[src/aoom_regs.vh]
// object dictionary constants for the four-channel analog output module
// assumes an object access port (index, sub-entry, data) and a process data port
`ifndef AOOM_REGS_VH
`define AOOM_REGS_VH
`define AOOM_IDX_SLOT_SEL 16'h217f
`define AOOM_IDX_CH_BASE 16'h2180
`define AOOM_IDX_OUT_BASE 16'h7000
`define AOOM_SUB_SLOT 8'h01
`define AOOM_SUB_RAW 8'h01
`define AOOM_SUB_RANGE 8'h02
`define AOOM_SUB_CAL_FIRST 8'h03
`define AOOM_SUB_CAL_LAST 8'h05
`define AOOM_RANGE_0_20MA 8'h30
`define AOOM_RANGE_4_20MA 8'h31
`define AOOM_RANGE_0_10V 8'h32
`define AOOM_RANGE_RESET 8'h30
`define AOOM_SLOT_RESET 8'h00
`define AOOM_SLOT_MAX 8'h07
`define AOOM_CODE_MAX 12'hfff
`define AOOM_STATE_PREOP 2'h1
`define AOOM_STATE_OP 2'h2
`define AOOM_DAC_DIV 8'h10
`endif

[src/aoom_object_map.v]
// object dictionary and output path of the four-channel analog output module
// assumes the bus state and slot number come from the system module on this clock
`timescale 1ns/1ps
`include "aoom_regs.vh"
module aoom_object_map #(
	parameter CHANNELS = 4,
	parameter FIFO_DEPTH = 16
) (
	// clock and reset
	input wire core_clk,
	input wire rst,
	// system module
	input wire [1:0] busState,
	input wire [3:0] mySlot,
	input wire sysEnable,
	// cyclic process data
	input wire pdValid,
	input wire [15:0] pdIndex,
	input wire [7:0] pdSub,
	input wire [15:0] pdData,
	output reg pdAccept,
	output reg pdReady,
	// acyclic object access
	input wire objReq,
	input wire objWrite,
	input wire [15:0] objIndex,
	input wire [7:0] objSub,
	input wire [7:0] objWdata,
	output reg objAck,
	output reg objErr,
	output reg [7:0] objRdata,
	// converter
	output reg dacSclk,
	output reg dacData,
	output reg dacLoad,
	output reg [7:0] slotSelect,
	output reg [47:0] rangeCodes
);
	localparam ST_IDLE = 2'h0;
	localparam ST_SEND = 2'h1;

	reg [11:0] rawCode_reg [0:CHANNELS-1];
	reg [7:0] range_reg [0:CHANNELS-1];
	reg [7:0] cal_reg [0:CHANNELS*3-1];
	reg [7:0] div_reg;
	reg bitEn_reg;
	reg [1:0] chSel_reg;
	reg [13:0] pendWord;
	reg pendValid;
	wire fifoReady;
	wire fifoOutValid;
	wire [13:0] fifoOutData;
	wire dacReady;
	wire dacSclkW;
	wire dacDataW;
	wire dacLoadW;

	wire isPreop = (busState == `AOOM_STATE_PREOP);
	wire isOp = (busState == `AOOM_STATE_OP);
	wire [15:0] outIndex = `AOOM_IDX_OUT_BASE | {8'h00, mySlot, 4'h0};
	wire pdHit = pdValid && isOp && (pdIndex == outIndex)
		&& (pdSub >= 8'h01) && (pdSub <= CHANNELS[7:0]);
	wire pdCodeOk = (pdData[15:12] == 4'h0);
	wire [1:0] pdCh = pdSub[1:0] - 2'h1;
	wire slotMatch = (slotSelect[3:0] == mySlot) && (slotSelect[7:4] == 4'h0);
	wire chHit = (objIndex[15:2] == `AOOM_IDX_CH_BASE >> 2);
	wire [1:0] objCh = objIndex[1:0];
	wire rangeOk = (objWdata >= `AOOM_RANGE_0_20MA) && (objWdata <= `AOOM_RANGE_0_10V);
	wire isCal = (objSub >= `AOOM_SUB_CAL_FIRST) && (objSub <= `AOOM_SUB_CAL_LAST);
	wire [3:0] calIdx = {2'h0, objCh} * 4'h3 + objSub[3:0] - 4'h3;

	// new codes queued toward the converter
	always @(posedge core_clk) begin
		if (rst) begin
			pendValid <= 1'b0;
			pendWord <= 14'h0000;
			pdAccept <= 1'b0;
			pdReady <= 1'b0;
		end else begin
			pdReady <= fifoReady && !pendValid;
			pdAccept <= 1'b0;
			if (pendValid && fifoReady) begin
				pendValid <= 1'b0;
			end
			if (pdHit && pdCodeOk && !pendValid) begin
				pendWord <= {pdCh, pdData[11:0]};
				pendValid <= 1'b1;
				pdAccept <= 1'b1;
			end
		end
	end

	genvar g;
	generate
		for (g = 0; g < CHANNELS; g = g + 1) begin : gch
			always @(posedge core_clk) begin
				if (rst) begin
					rawCode_reg[g] <= 12'h000;
					range_reg[g] <= `AOOM_RANGE_RESET;
					cal_reg[g*3] <= 8'h00;
					cal_reg[g*3+1] <= 8'h00;
					cal_reg[g*3+2] <= 8'h00;
				end else begin
					if (pdHit && pdCodeOk && !pendValid && pdCh == g) begin
						rawCode_reg[g] <= pdData[11:0];
					end
					if (objReq && objWrite && chHit && slotMatch && isPreop && objCh == g) begin
						if (objSub == `AOOM_SUB_RANGE && rangeOk) begin
							range_reg[g] <= objWdata;
						end
						if (isCal && calIdx == g*3) begin
							cal_reg[g*3] <= objWdata;
						end
						if (isCal && calIdx == g*3+1) begin
							cal_reg[g*3+1] <= objWdata;
						end
						if (isCal && calIdx == g*3+2) begin
							cal_reg[g*3+2] <= objWdata;
						end
					end
				end
			end
			always @(posedge core_clk) begin
				if (rst) begin
					rangeCodes[g*8 +: 8] <= `AOOM_RANGE_RESET;
				end else begin
					rangeCodes[g*8 +: 8] <= range_reg[g];
				end
			end
		end
	endgenerate

	// unused upper range bytes read as zero
	always @(posedge core_clk) begin
		rangeCodes[47:32] <= 16'h0000;
	end

	// object access: one answer per request, next cycle
	always @(posedge core_clk) begin
		if (rst) begin
			slotSelect <= `AOOM_SLOT_RESET;
			objAck <= 1'b0;
			objErr <= 1'b0;
			objRdata <= 8'h00;
		end else begin
			objAck <= objReq;
			objErr <= 1'b0;
			objRdata <= 8'h00;
			if (objReq) begin
				if (objIndex == `AOOM_IDX_SLOT_SEL && objSub == `AOOM_SUB_SLOT) begin
					if (objWrite) begin
						if (objWdata <= `AOOM_SLOT_MAX) begin
							slotSelect <= objWdata;
						end else begin
							objErr <= 1'b1;
						end
					end else begin
						objRdata <= slotSelect;
					end
				end else if (chHit && slotMatch && (isPreop || isOp)) begin
					if (objSub == `AOOM_SUB_RAW) begin
						if (objWrite) begin
							objErr <= 1'b1;
						end else begin
							objRdata <= rawCode_reg[objCh][7:0];
						end
					end else if (objSub == `AOOM_SUB_RANGE) begin
						if (objWrite && (!isPreop || !rangeOk)) begin
							objErr <= 1'b1;
						end else if (!objWrite) begin
							objRdata <= range_reg[objCh];
						end
					end else if (isCal) begin
						if (objWrite && !isPreop) begin
							objErr <= 1'b1;
						end else if (!objWrite) begin
							objRdata <= cal_reg[calIdx];
						end
					end else begin
						objErr <= 1'b1;
					end
				end else begin
					objErr <= 1'b1;
				end
			end
		end
	end

	// converter bit-rate divider
	always @(posedge core_clk) begin
		if (rst) begin
			div_reg <= 8'h00;
			bitEn_reg <= 1'b0;
		end else begin
			bitEn_reg <= (div_reg == `AOOM_DAC_DIV - 8'h01);
			if (div_reg == `AOOM_DAC_DIV - 8'h01) begin
				div_reg <= 8'h00;
			end else begin
				div_reg <= div_reg + 8'h01;
			end
		end
	end

	aoom_fifo #(
		.WIDTH(14),
		.DEPTH(FIFO_DEPTH),
		.AW(4)
	) u_fifo (
		.core_clk(core_clk),
		.rst(rst),
		.inValid(pendValid),
		.inReady(fifoReady),
		.inData(pendWord),
		.outValid(fifoOutValid),
		.outReady(dacReady && sysEnable),
		.outData(fifoOutData)
	);

	aoom_dac_shift u_dac (
		.core_clk(core_clk),
		.rst(rst),
		.bitEn(bitEn_reg),
		.wordValid(fifoOutValid && sysEnable),
		.wordReady(dacReady),
		.wordData({fifoOutData[13:12], 2'h0, fifoOutData[11:0]}),
		.dacSclk(dacSclkW),
		.dacData(dacDataW),
		.dacLoad(dacLoadW)
	);

	always @(posedge core_clk) begin
		if (rst) begin
			dacSclk <= 1'b0;
			dacData <= 1'b0;
			dacLoad <= 1'b0;
		end else begin
			dacSclk <= dacSclkW;
			dacData <= dacDataW;
			dacLoad <= dacLoadW;
		end
	end
endmodule

[src/aoom_fifo.v]
// synchronous fifo with valid/ready on both sides
// assumes one clock and a synchronous active-high reset
`timescale 1ns/1ps
module aoom_fifo #(
	parameter WIDTH = 14,
	parameter DEPTH = 16,
	parameter AW = 4
) (
	// clock and reset
	input wire core_clk,
	input wire rst,
	// fill side
	input wire inValid,
	output wire inReady,
	input wire [WIDTH-1:0] inData,
	// drain side
	output reg outValid,
	input wire outReady,
	output reg [WIDTH-1:0] outData
);
	reg [WIDTH-1:0] mem [0:DEPTH-1];
	reg [AW-1:0] wrPtr_reg;
	reg [AW-1:0] rdPtr_reg;
	reg [AW:0] count_reg;
	wire doWrite;
	wire doRead;
	wire canLoad;
	assign inReady = (count_reg != DEPTH[AW:0]);
	assign canLoad = !outValid || outReady;
	assign doWrite = inValid && inReady;
	assign doRead = canLoad && (count_reg != {(AW+1){1'b0}});
	always @(posedge core_clk) begin
		if (doWrite) begin
			mem[wrPtr_reg] <= inData;
		end
	end
	always @(posedge core_clk) begin
		if (rst) begin
			wrPtr_reg <= {AW{1'b0}};
			rdPtr_reg <= {AW{1'b0}};
			count_reg <= {(AW+1){1'b0}};
			outValid <= 1'b0;
			outData <= {WIDTH{1'b0}};
		end else begin
			if (doWrite) begin
				wrPtr_reg <= wrPtr_reg + 1'b1;
			end
			if (doRead) begin
				rdPtr_reg <= rdPtr_reg + 1'b1;
				outData <= mem[rdPtr_reg];
				outValid <= 1'b1;
			end else if (outReady) begin
				outValid <= 1'b0;
			end
			count_reg <= count_reg + {{AW{1'b0}}, doWrite} - {{AW{1'b0}}, doRead};
		end
	end
endmodule

[src/aoom_dac_shift.v]
// serial shifter toward the d/a converter; one 16-bit frame per word
// assumes a one-cycle bit enable from the parent divider
`timescale 1ns/1ps
module aoom_dac_shift (
	// clock and reset
	input wire core_clk,
	input wire rst,
	// word in
	input wire bitEn,
	input wire wordValid,
	output reg wordReady,
	input wire [15:0] wordData,
	// converter pins
	output reg dacSclk,
	output reg dacData,
	output reg dacLoad
);
	reg [15:0] shift_reg;
	reg [4:0] bits_reg;
	reg busy_reg;
	always @(posedge core_clk) begin
		if (rst) begin
			shift_reg <= 16'h0000;
			bits_reg <= 5'h00;
			busy_reg <= 1'b0;
			wordReady <= 1'b0;
			dacSclk <= 1'b0;
			dacData <= 1'b0;
			dacLoad <= 1'b0;
		end else begin
			wordReady <= 1'b0;
			if (!busy_reg) begin
				dacLoad <= 1'b0;
				if (wordValid && !wordReady) begin
					shift_reg <= wordData;
					bits_reg <= 5'h10;
					busy_reg <= 1'b1;
					wordReady <= 1'b1;
				end
			end else if (bitEn) begin
				if (!dacSclk) begin
					dacData <= shift_reg[15];
					dacSclk <= 1'b1;
				end else begin
					dacSclk <= 1'b0;
					shift_reg <= {shift_reg[14:0], 1'b0};
					bits_reg <= bits_reg - 5'h01;
					if (bits_reg == 5'h01) begin
						busy_reg <= 1'b0;
						dacLoad <= 1'b1;
					end
				end
			end
		end
	end
endmodule

[config.mk]
export PLATFORM = sky130hd
export DESIGN_NAME = aoom_object_map
export DESIGN_NICKNAME = d
export VERILOG_FILES = /design/src/aoom_object_map.v /design/src/aoom_fifo.v /design/src/aoom_dac_shift.v
export VERILOG_INCLUDE_DIRS = /design/src
export SDC_FILE = /design/constraint.sdc
export NUM_CORES = 1
export LEC_CHECK = 0
export BUFFER_PORTS_ARGS = -buffer_cell sky130_fd_sc_hd__clkbuf_2
export CAP_MARGIN = 0
export CORE_MARGIN = 4
export CORE_UTILIZATION = 60
export CTS_CLUSTER_SIZE = 28
export DETAILED_ROUTE_END_ITERATION = 10
export PLACE_DENSITY_LB_ADDON = 0.3
export SETUP_SLACK_MARGIN = 0.4
export SLEW_MARGIN = 0
export SYNTH_ARGS = -nofsm -noshare
export SYNTH_HDL_FRONTEND = slang
export SYNTH_HIERARCHICAL = 1
export SYNTH_SLANG_ARGS = --single-unit
[constraint.sdc]
create_clock -name core_clk -period 5.3 [get_ports core_clk]
set_clock_uncertainty 0.05 [all_clocks]
set_input_delay 0.795 -clock core_clk [delete_from_list [all_inputs] [get_ports core_clk]]
set_output_delay 0.795 -clock core_clk [all_outputs]
set_load 0.01 [all_outputs]
; Yosys cells after proc, flatten, opt, wreduce, memory -nomap -nowiden
; Memories as Yosys holds them, arrays and structs flattened. A register that Yosys moved wholly into a read port is not among the register bits.
; Cells that the tools add are included.
[word_totals]
regBits = 87
latchBits = 0
ramBits = 400
romBits = 0
inputBits = 84
out_inout_bits = 71
word_cells = 306
n_memories = 4
[mem_list]
columns = memory, words, width, rd, rd_clocked_by_memory_dff, wr, line
row1 = u_fifo.mem, 16, 14, 1, 1, 1, aoom_fifo.v:21  ; reg [WIDTH-1:0] mem [0:DEPTH-1];
row2 = cal_reg, 12, 8, 1, 0, 12, aoom_object_map.v:44  ; reg [7:0] cal_reg [0:CHANNELS*3-1];
row3 = rawCode_reg, 4, 12, 1, 0, 4, aoom_object_map.v:42  ; reg [11:0] rawCode_reg [0:CHANNELS-1];
row4 = range_reg, 4, 8, 5, 4, 4, aoom_object_map.v:43  ; reg [7:0] range_reg [0:CHANNELS-1];
[classes]
n_addsub = 9
n_mul = 1
div_mod_pow = 0
magnitude_cmp = 7
eq_ne = 30
shift = 0
n_mux = 137
bitwise_logic = 23
reduce_logical = 71
[op_table]
columns = operator, count
row1 = 2-to-1 mux 8 bit, 27
row2 = 2-to-1 mux 1 bit, 98
row3 = 2-to-1 mux 16 bit, 4
row4 = 2-to-1 mux 12 bit, 4
row5 = logical AND 1 bit, 45
row6 = "less-or-equal comparator 8 x 3 -> 1 bit, second input constant", 3
row7 = 2-to-1 mux 5 bit, 4
row8 = OR 1 bit, 20
row9 = "== test 16 x 14 -> 1 bit, second input constant", 1
row10 = == test 16 x 15 -> 1 bit, 1
row11 = "== test 4 x 3 -> 1 bit, second input constant", 4
row12 = "== test 4 bit, second input constant", 4
row13 = "== test 14 x 12 -> 1 bit, second input constant", 1
row14 = logical NOT 4 bit, 3
row15 = "== test 2 bit, second input constant", 5
row16 = AND reduction 3 bit, 3
row17 = "adder 4 x 1 -> 4 bit, second input constant", 2
row18 = "adder 8 x 1 -> 8 bit, second input constant", 1
row19 = "== test 4 x 2 -> 1 bit, second input constant", 2
row20 = "== test 8 x 1 -> 1 bit, second input constant", 1
row21 = "== test 8 x 2 -> 1 bit, second input constant", 1
row22 = "== test 8 x 4 -> 1 bit, second input constant", 1
row23 = ">= comparator 8 x 1 -> 1 bit, second input constant", 1
row24 = ">= comparator 8 x 2 -> 1 bit, second input constant", 1
row25 = other kinds (25), 41

; Longest topological paths before layout
[logic_depth]
word_depth = 12
ltp_mapped = 15
ltp_nobuf = 14

; Modules after synthesis
; The synthesis kept the hierarchy.
[modules_own_cells]
columns = module, instances, cells_each, area_each_um2, seq_area_each_um2
row1 = aoom_object_map, 1, 816, 10809.1, 6386.1
row2 = aoom_fifo, 1, 482, 9859.5, 7287.0
row3 = aoom_dac_shift, 1, 125, 1211.2, 520.5

; Worst setup path after synthesis
; OpenSTA, ideal clock, no wires.
[synth_path]
path_type = input-to-reg
start = input port objIndex[1]
end = memory cal_reg[4][0], enable pin
setup_ns = 0.375
arrival_time_ns = 3.773
t_required_ns = 4.875
setup_slack_ns = 1.102
stages = 10
path_buffers = 2
path_cell_list = buf_1 inv_1 fa_1 inv_1 fa_1 xor2_1 xor2_1 buf_2 nand2b_1 o21bai_1
[synth_rtl]
columns = element, line
row1 = from (decl), aoom_object_map.v:26  ; input wire [15:0] objIndex,
row2 = to (decl), aoom_object_map.v:44

==> impl_metrics.env <==
export IMPL_power_density_nw_per_um2=382
export IMPL_postRouteWirelength_um=48900
export IMPL_met2_usage_pct=38.5
export IMPL_core_um2=35700
export IMPL_largest_reg_flops=224
export IMPL_die_x_um=199
export IMPL_drive_above_1_share_pct=24.2
export IMPL_place_hpwl_um=31600
export IMPL_syn_area_per_cell_um2=15.4
export IMPL_grt_max_degree=73
export IMPL_postLayoutCoreUtil_pct=68.8
export IMPL_drv_slew=0
export IMPL_max_clock_freq_mhz=257
export IMPL_grt_pass1_wl_um=75300
export IMPL_cts_resized=0
export IMPL_r2r_end="cal_reg[5][5]"
export IMPL_path_max_fanout=23
export IMPL_hold_start="div_reg[0]"
export IMPL_dieArea_um2=39600
export IMPL_rows=69
export IMPL_r2r_slack_ns=2.05
export IMPL_p_leak_nw=8.53
export IMPL_grt_ovfl_total=0
export IMPL_ant_nets=0
export IMPL_cts_made_buffers=50
export IMPL_setup_ws_ns=1.41
export IMPL_cts_max_path_buffers=3
export IMPL_rsz0062_at_grt="no"
export IMPL_drtPass1Iterations=5
export IMPL_die_height_um=199
export IMPL_h_tree_depth=2
export IMPL_synth_seq_cells=517
export IMPL_cp_required_ns=5.70
export IMPL_hold_viol=0
export IMPL_p_clk_share_pct=36.6
export IMPL_outcome="finished, final reports clean"
export IMPL_combPwrFrac_pct=13.1
export IMPL_hold_path_class="reg -> reg"
export IMPL_synth_ff_type="edfxtp_1"
export IMPL_hold_depth=1
export IMPL_syn_area_um2=21900
export IMPL_ys_seq_area_share_pct=64.9
export IMPL_worst_pin_slew_ns=1.17
export IMPL_slew_headroom_pct=22.1
export IMPL_clk_latency_ns=0.58
export IMPL_clk_pin_slew_ns=0.06
export IMPL_swShare_pct=25.1
export IMPL_synth_edff_count=384
export IMPL_via_per_inst=6.15
export IMPL_cap_viol_max_count=0
export IMPL_synthDistinctLibCells=72
export IMPL_hold_end="div_reg[0]"
export IMPL_p_seq_share_pct=50.3
export IMPL_fin_crit_ns=3.89
export IMPL_grtUsageMet3_pct=4.81
export IMPL_numClockSinks=517
export IMPL_cts_tree="built"
export IMPL_yosysWarnings=6
export IMPL_vias=12800
export IMPL_fin_crit_sh_pct=73.4
export IMPL_setup_violations=0
export IMPL_grt_use_total_pct=25.1
export IMPL_worstReg2RegStart="slotSelect[0]"
export IMPL_ir_drop_v=0.000251
export IMPL_critPathKind="in -> reg"
export IMPL_grt_pass1_vias=12700
export IMPL_io_buffers=138
export IMPL_use_met1_pct=37.4
export IMPL_tns_ns=0
export IMPL_antenna_found_initial=5
export IMPL_nNetsFinal=1699
export IMPL_worstSetupEndpointType="flip-flop"
export IMPL_postCtsSetupRepairBufs=0
export IMPL_ioPinCount=155
export IMPL_netlist_instances=1423
export IMPL_drc_errors=0
export IMPL_start_util_pct=61.2
export IMPL_place_gp_congestion=0.936
export IMPL_cts_root_buf="clkbuf_16"
export IMPL_critPathLaunchType="input pin"
export IMPL_area_growth_pct=12.4
export IMPL_arrival_ns=4.29
export IMPL_intPower_mw=7.04
export IMPL_postCtsHoldBufs=0
export IMPL_synthArstFlopShare_pct=0
export IMPL_post_place_ws_ns=0.885
export IMPL_drt_iter0_drc=1355
export IMPL_rr_worst_depth=6
export IMPL_p_sw_mw=2.36
export IMPL_wl_per_cell_um=23.4
export IMPL_grt_busiest_layer="met2"
==> worst max path at each step <==
stage	start	cells after the start	endpoint	slack, ns
floorplan	objIndex[1]	10	cal_reg[4][0]	1.10
global placement	objIndex[1]	12	cal_reg[8][1]	0.95
detailed placement	objIndex[1]	12	cal_reg[8][4]	0.88
CTS	objIndex[1]	12	cal_reg[8][5]	1.47
global route	objIndex[1]	12	cal_reg[8][5]	1.18
finish	objIndex[1]	12	cal_reg[8][5]	1.41
==> critical path, cell delays in order <==
cell	delay (ns)
clkbuf_2	0.10
buf_4	0.33
inv_1	0.16
fa_1	0.55
inv_1	0.05
fa_1	1.00
buf_4	0.29
nor2b_1	0.15
buf_4	0.18
nand3_1	0.10
nor3b_2	0.38
and2_1	0.18
==> cell families after synthesis <==
logic type	synth area share, %
DFF	64.9
and+or+nand+nor	12.3
muxes	12.6
buffers and inverters	2.97
AOI/OAI and AO/OA	4.21
adders and majority gates	2.02
xor gates and xnor gates	1.00
other	0.0343
==> final cells by class <==
type / count / area [µm²]
fill: 2362 / 11200
inverter: 30 / 113
timing repair buffer: 156 / 828
antenna: 3 / 7.51
clock buffer: 69 / 1380
multi-input combinational: 827 / 7280
sequential: 517 / 14200
tap: 461 / 577
clock inverter: 24 / 208
==> synthesized netlist by cell type (5+ instances only) <==
cell type	instances	share of area (%)
or2_2	11	0.31
and3_1	7	0.20
nand3b_1	17	0.58
buf_4	22	0.75
buf_1	7	0.12
dfxtp_1	133	12
mux2i_1	67	3.1
mux4_2	93	9.6
inv_1	29	0.50
a21o_1	10	0.34
xor2_1	14	0.56
a21oi_1	15	0.34
edfxtp_1	384	53
clkbuf_1	25	0.43
o221ai_2	10	0.69
xnor2_1	11	0.44
nand2_1	39	0.67
nand4_4	6	0.58
or4_1	5	0.17
and2_1	59	1.7
a32o_1	8	0.37
nand2b_1	13	0.37
buf_2	24	0.55
nand3_1	16	0.37
nor4b_1	5	0.20
a41o_1	5	0.23
buf_6	9	0.46
nor2b_1	43	1.2
nor4_1	10	0.29
nor3_1	32	0.73
nor2_1	146	2.5
a211oi_1	24	0.82
ha_1	29	1.7
o22ai_1	5	0.14
and4b_1	8	0.37
o31ai_1	7	0.24
==> power groups by stage <==
stage,clock [mW],sequential (mW),combinational (mW)
floorplan,0,4.62,1.07
global route,3.65,4.76,1.34
CTS,3.48,4.73,1.23
detailed placement,0,4.82,1.22
finish,3.44,4.73,1.23
global placement,0,4.81,1.19
==> cell usage in the layout, fill, tap and decap left out, types with 15 or more instances in the layout <==
| cell type | Yosys | layout |
|---|---|---|
| nand2_1 | 39 | 39 |
| ha_1 | 29 | 29 |
| dfxtp_1 | 133 | 130 |
| mux4_2 | 93 | 93 |
| mux2i_1 | 67 | 67 |
| edfxtp_1 | 384 | 384 |
| nor3_1 | 32 | 28 |
| conb_1 | 2 | 42 |
| nor2b_1 | 43 | 43 |
| nand3_1 | 16 | 16 |
| buf_4 | 22 | 19 |
| clkbuf_2 | 0 | 137 |
| a211oi_1 | 24 | 24 |
| and2_1 | 59 | 59 |
| clkbuf_16 | 0 | 51 |
| inv_1 | 29 | 29 |
| nor2_1 | 146 | 134 |
| nand3b_1 | 17 | 17 |
| a21oi_1 | 15 | 15 |
==> metal layers <==
layer / up-vias / share of wire [%]
li1: 5686 / -
met1: 6461 / 41
met2: 604 / 47
met3: 75 / 9.3
met4: 2 / 2.4
met5: - / 0.027
==> metrics by stage <==
stage	total power [mW]	std cells	hold WS [ns]	area, µm²
2_1_floorplan	5.69	1463	0.363	22000
3_3_place_gp	6.00	1991	0.375	23000
3_5_place_dp	6.03	1991	0.388	23000
4_1_cts	9.44	2084	0.376	24600
5_1_grt	9.75	2087	0.410	24600
6_report	9.39	2087	0.396	24600
Power figures use the tool's default switching activity.
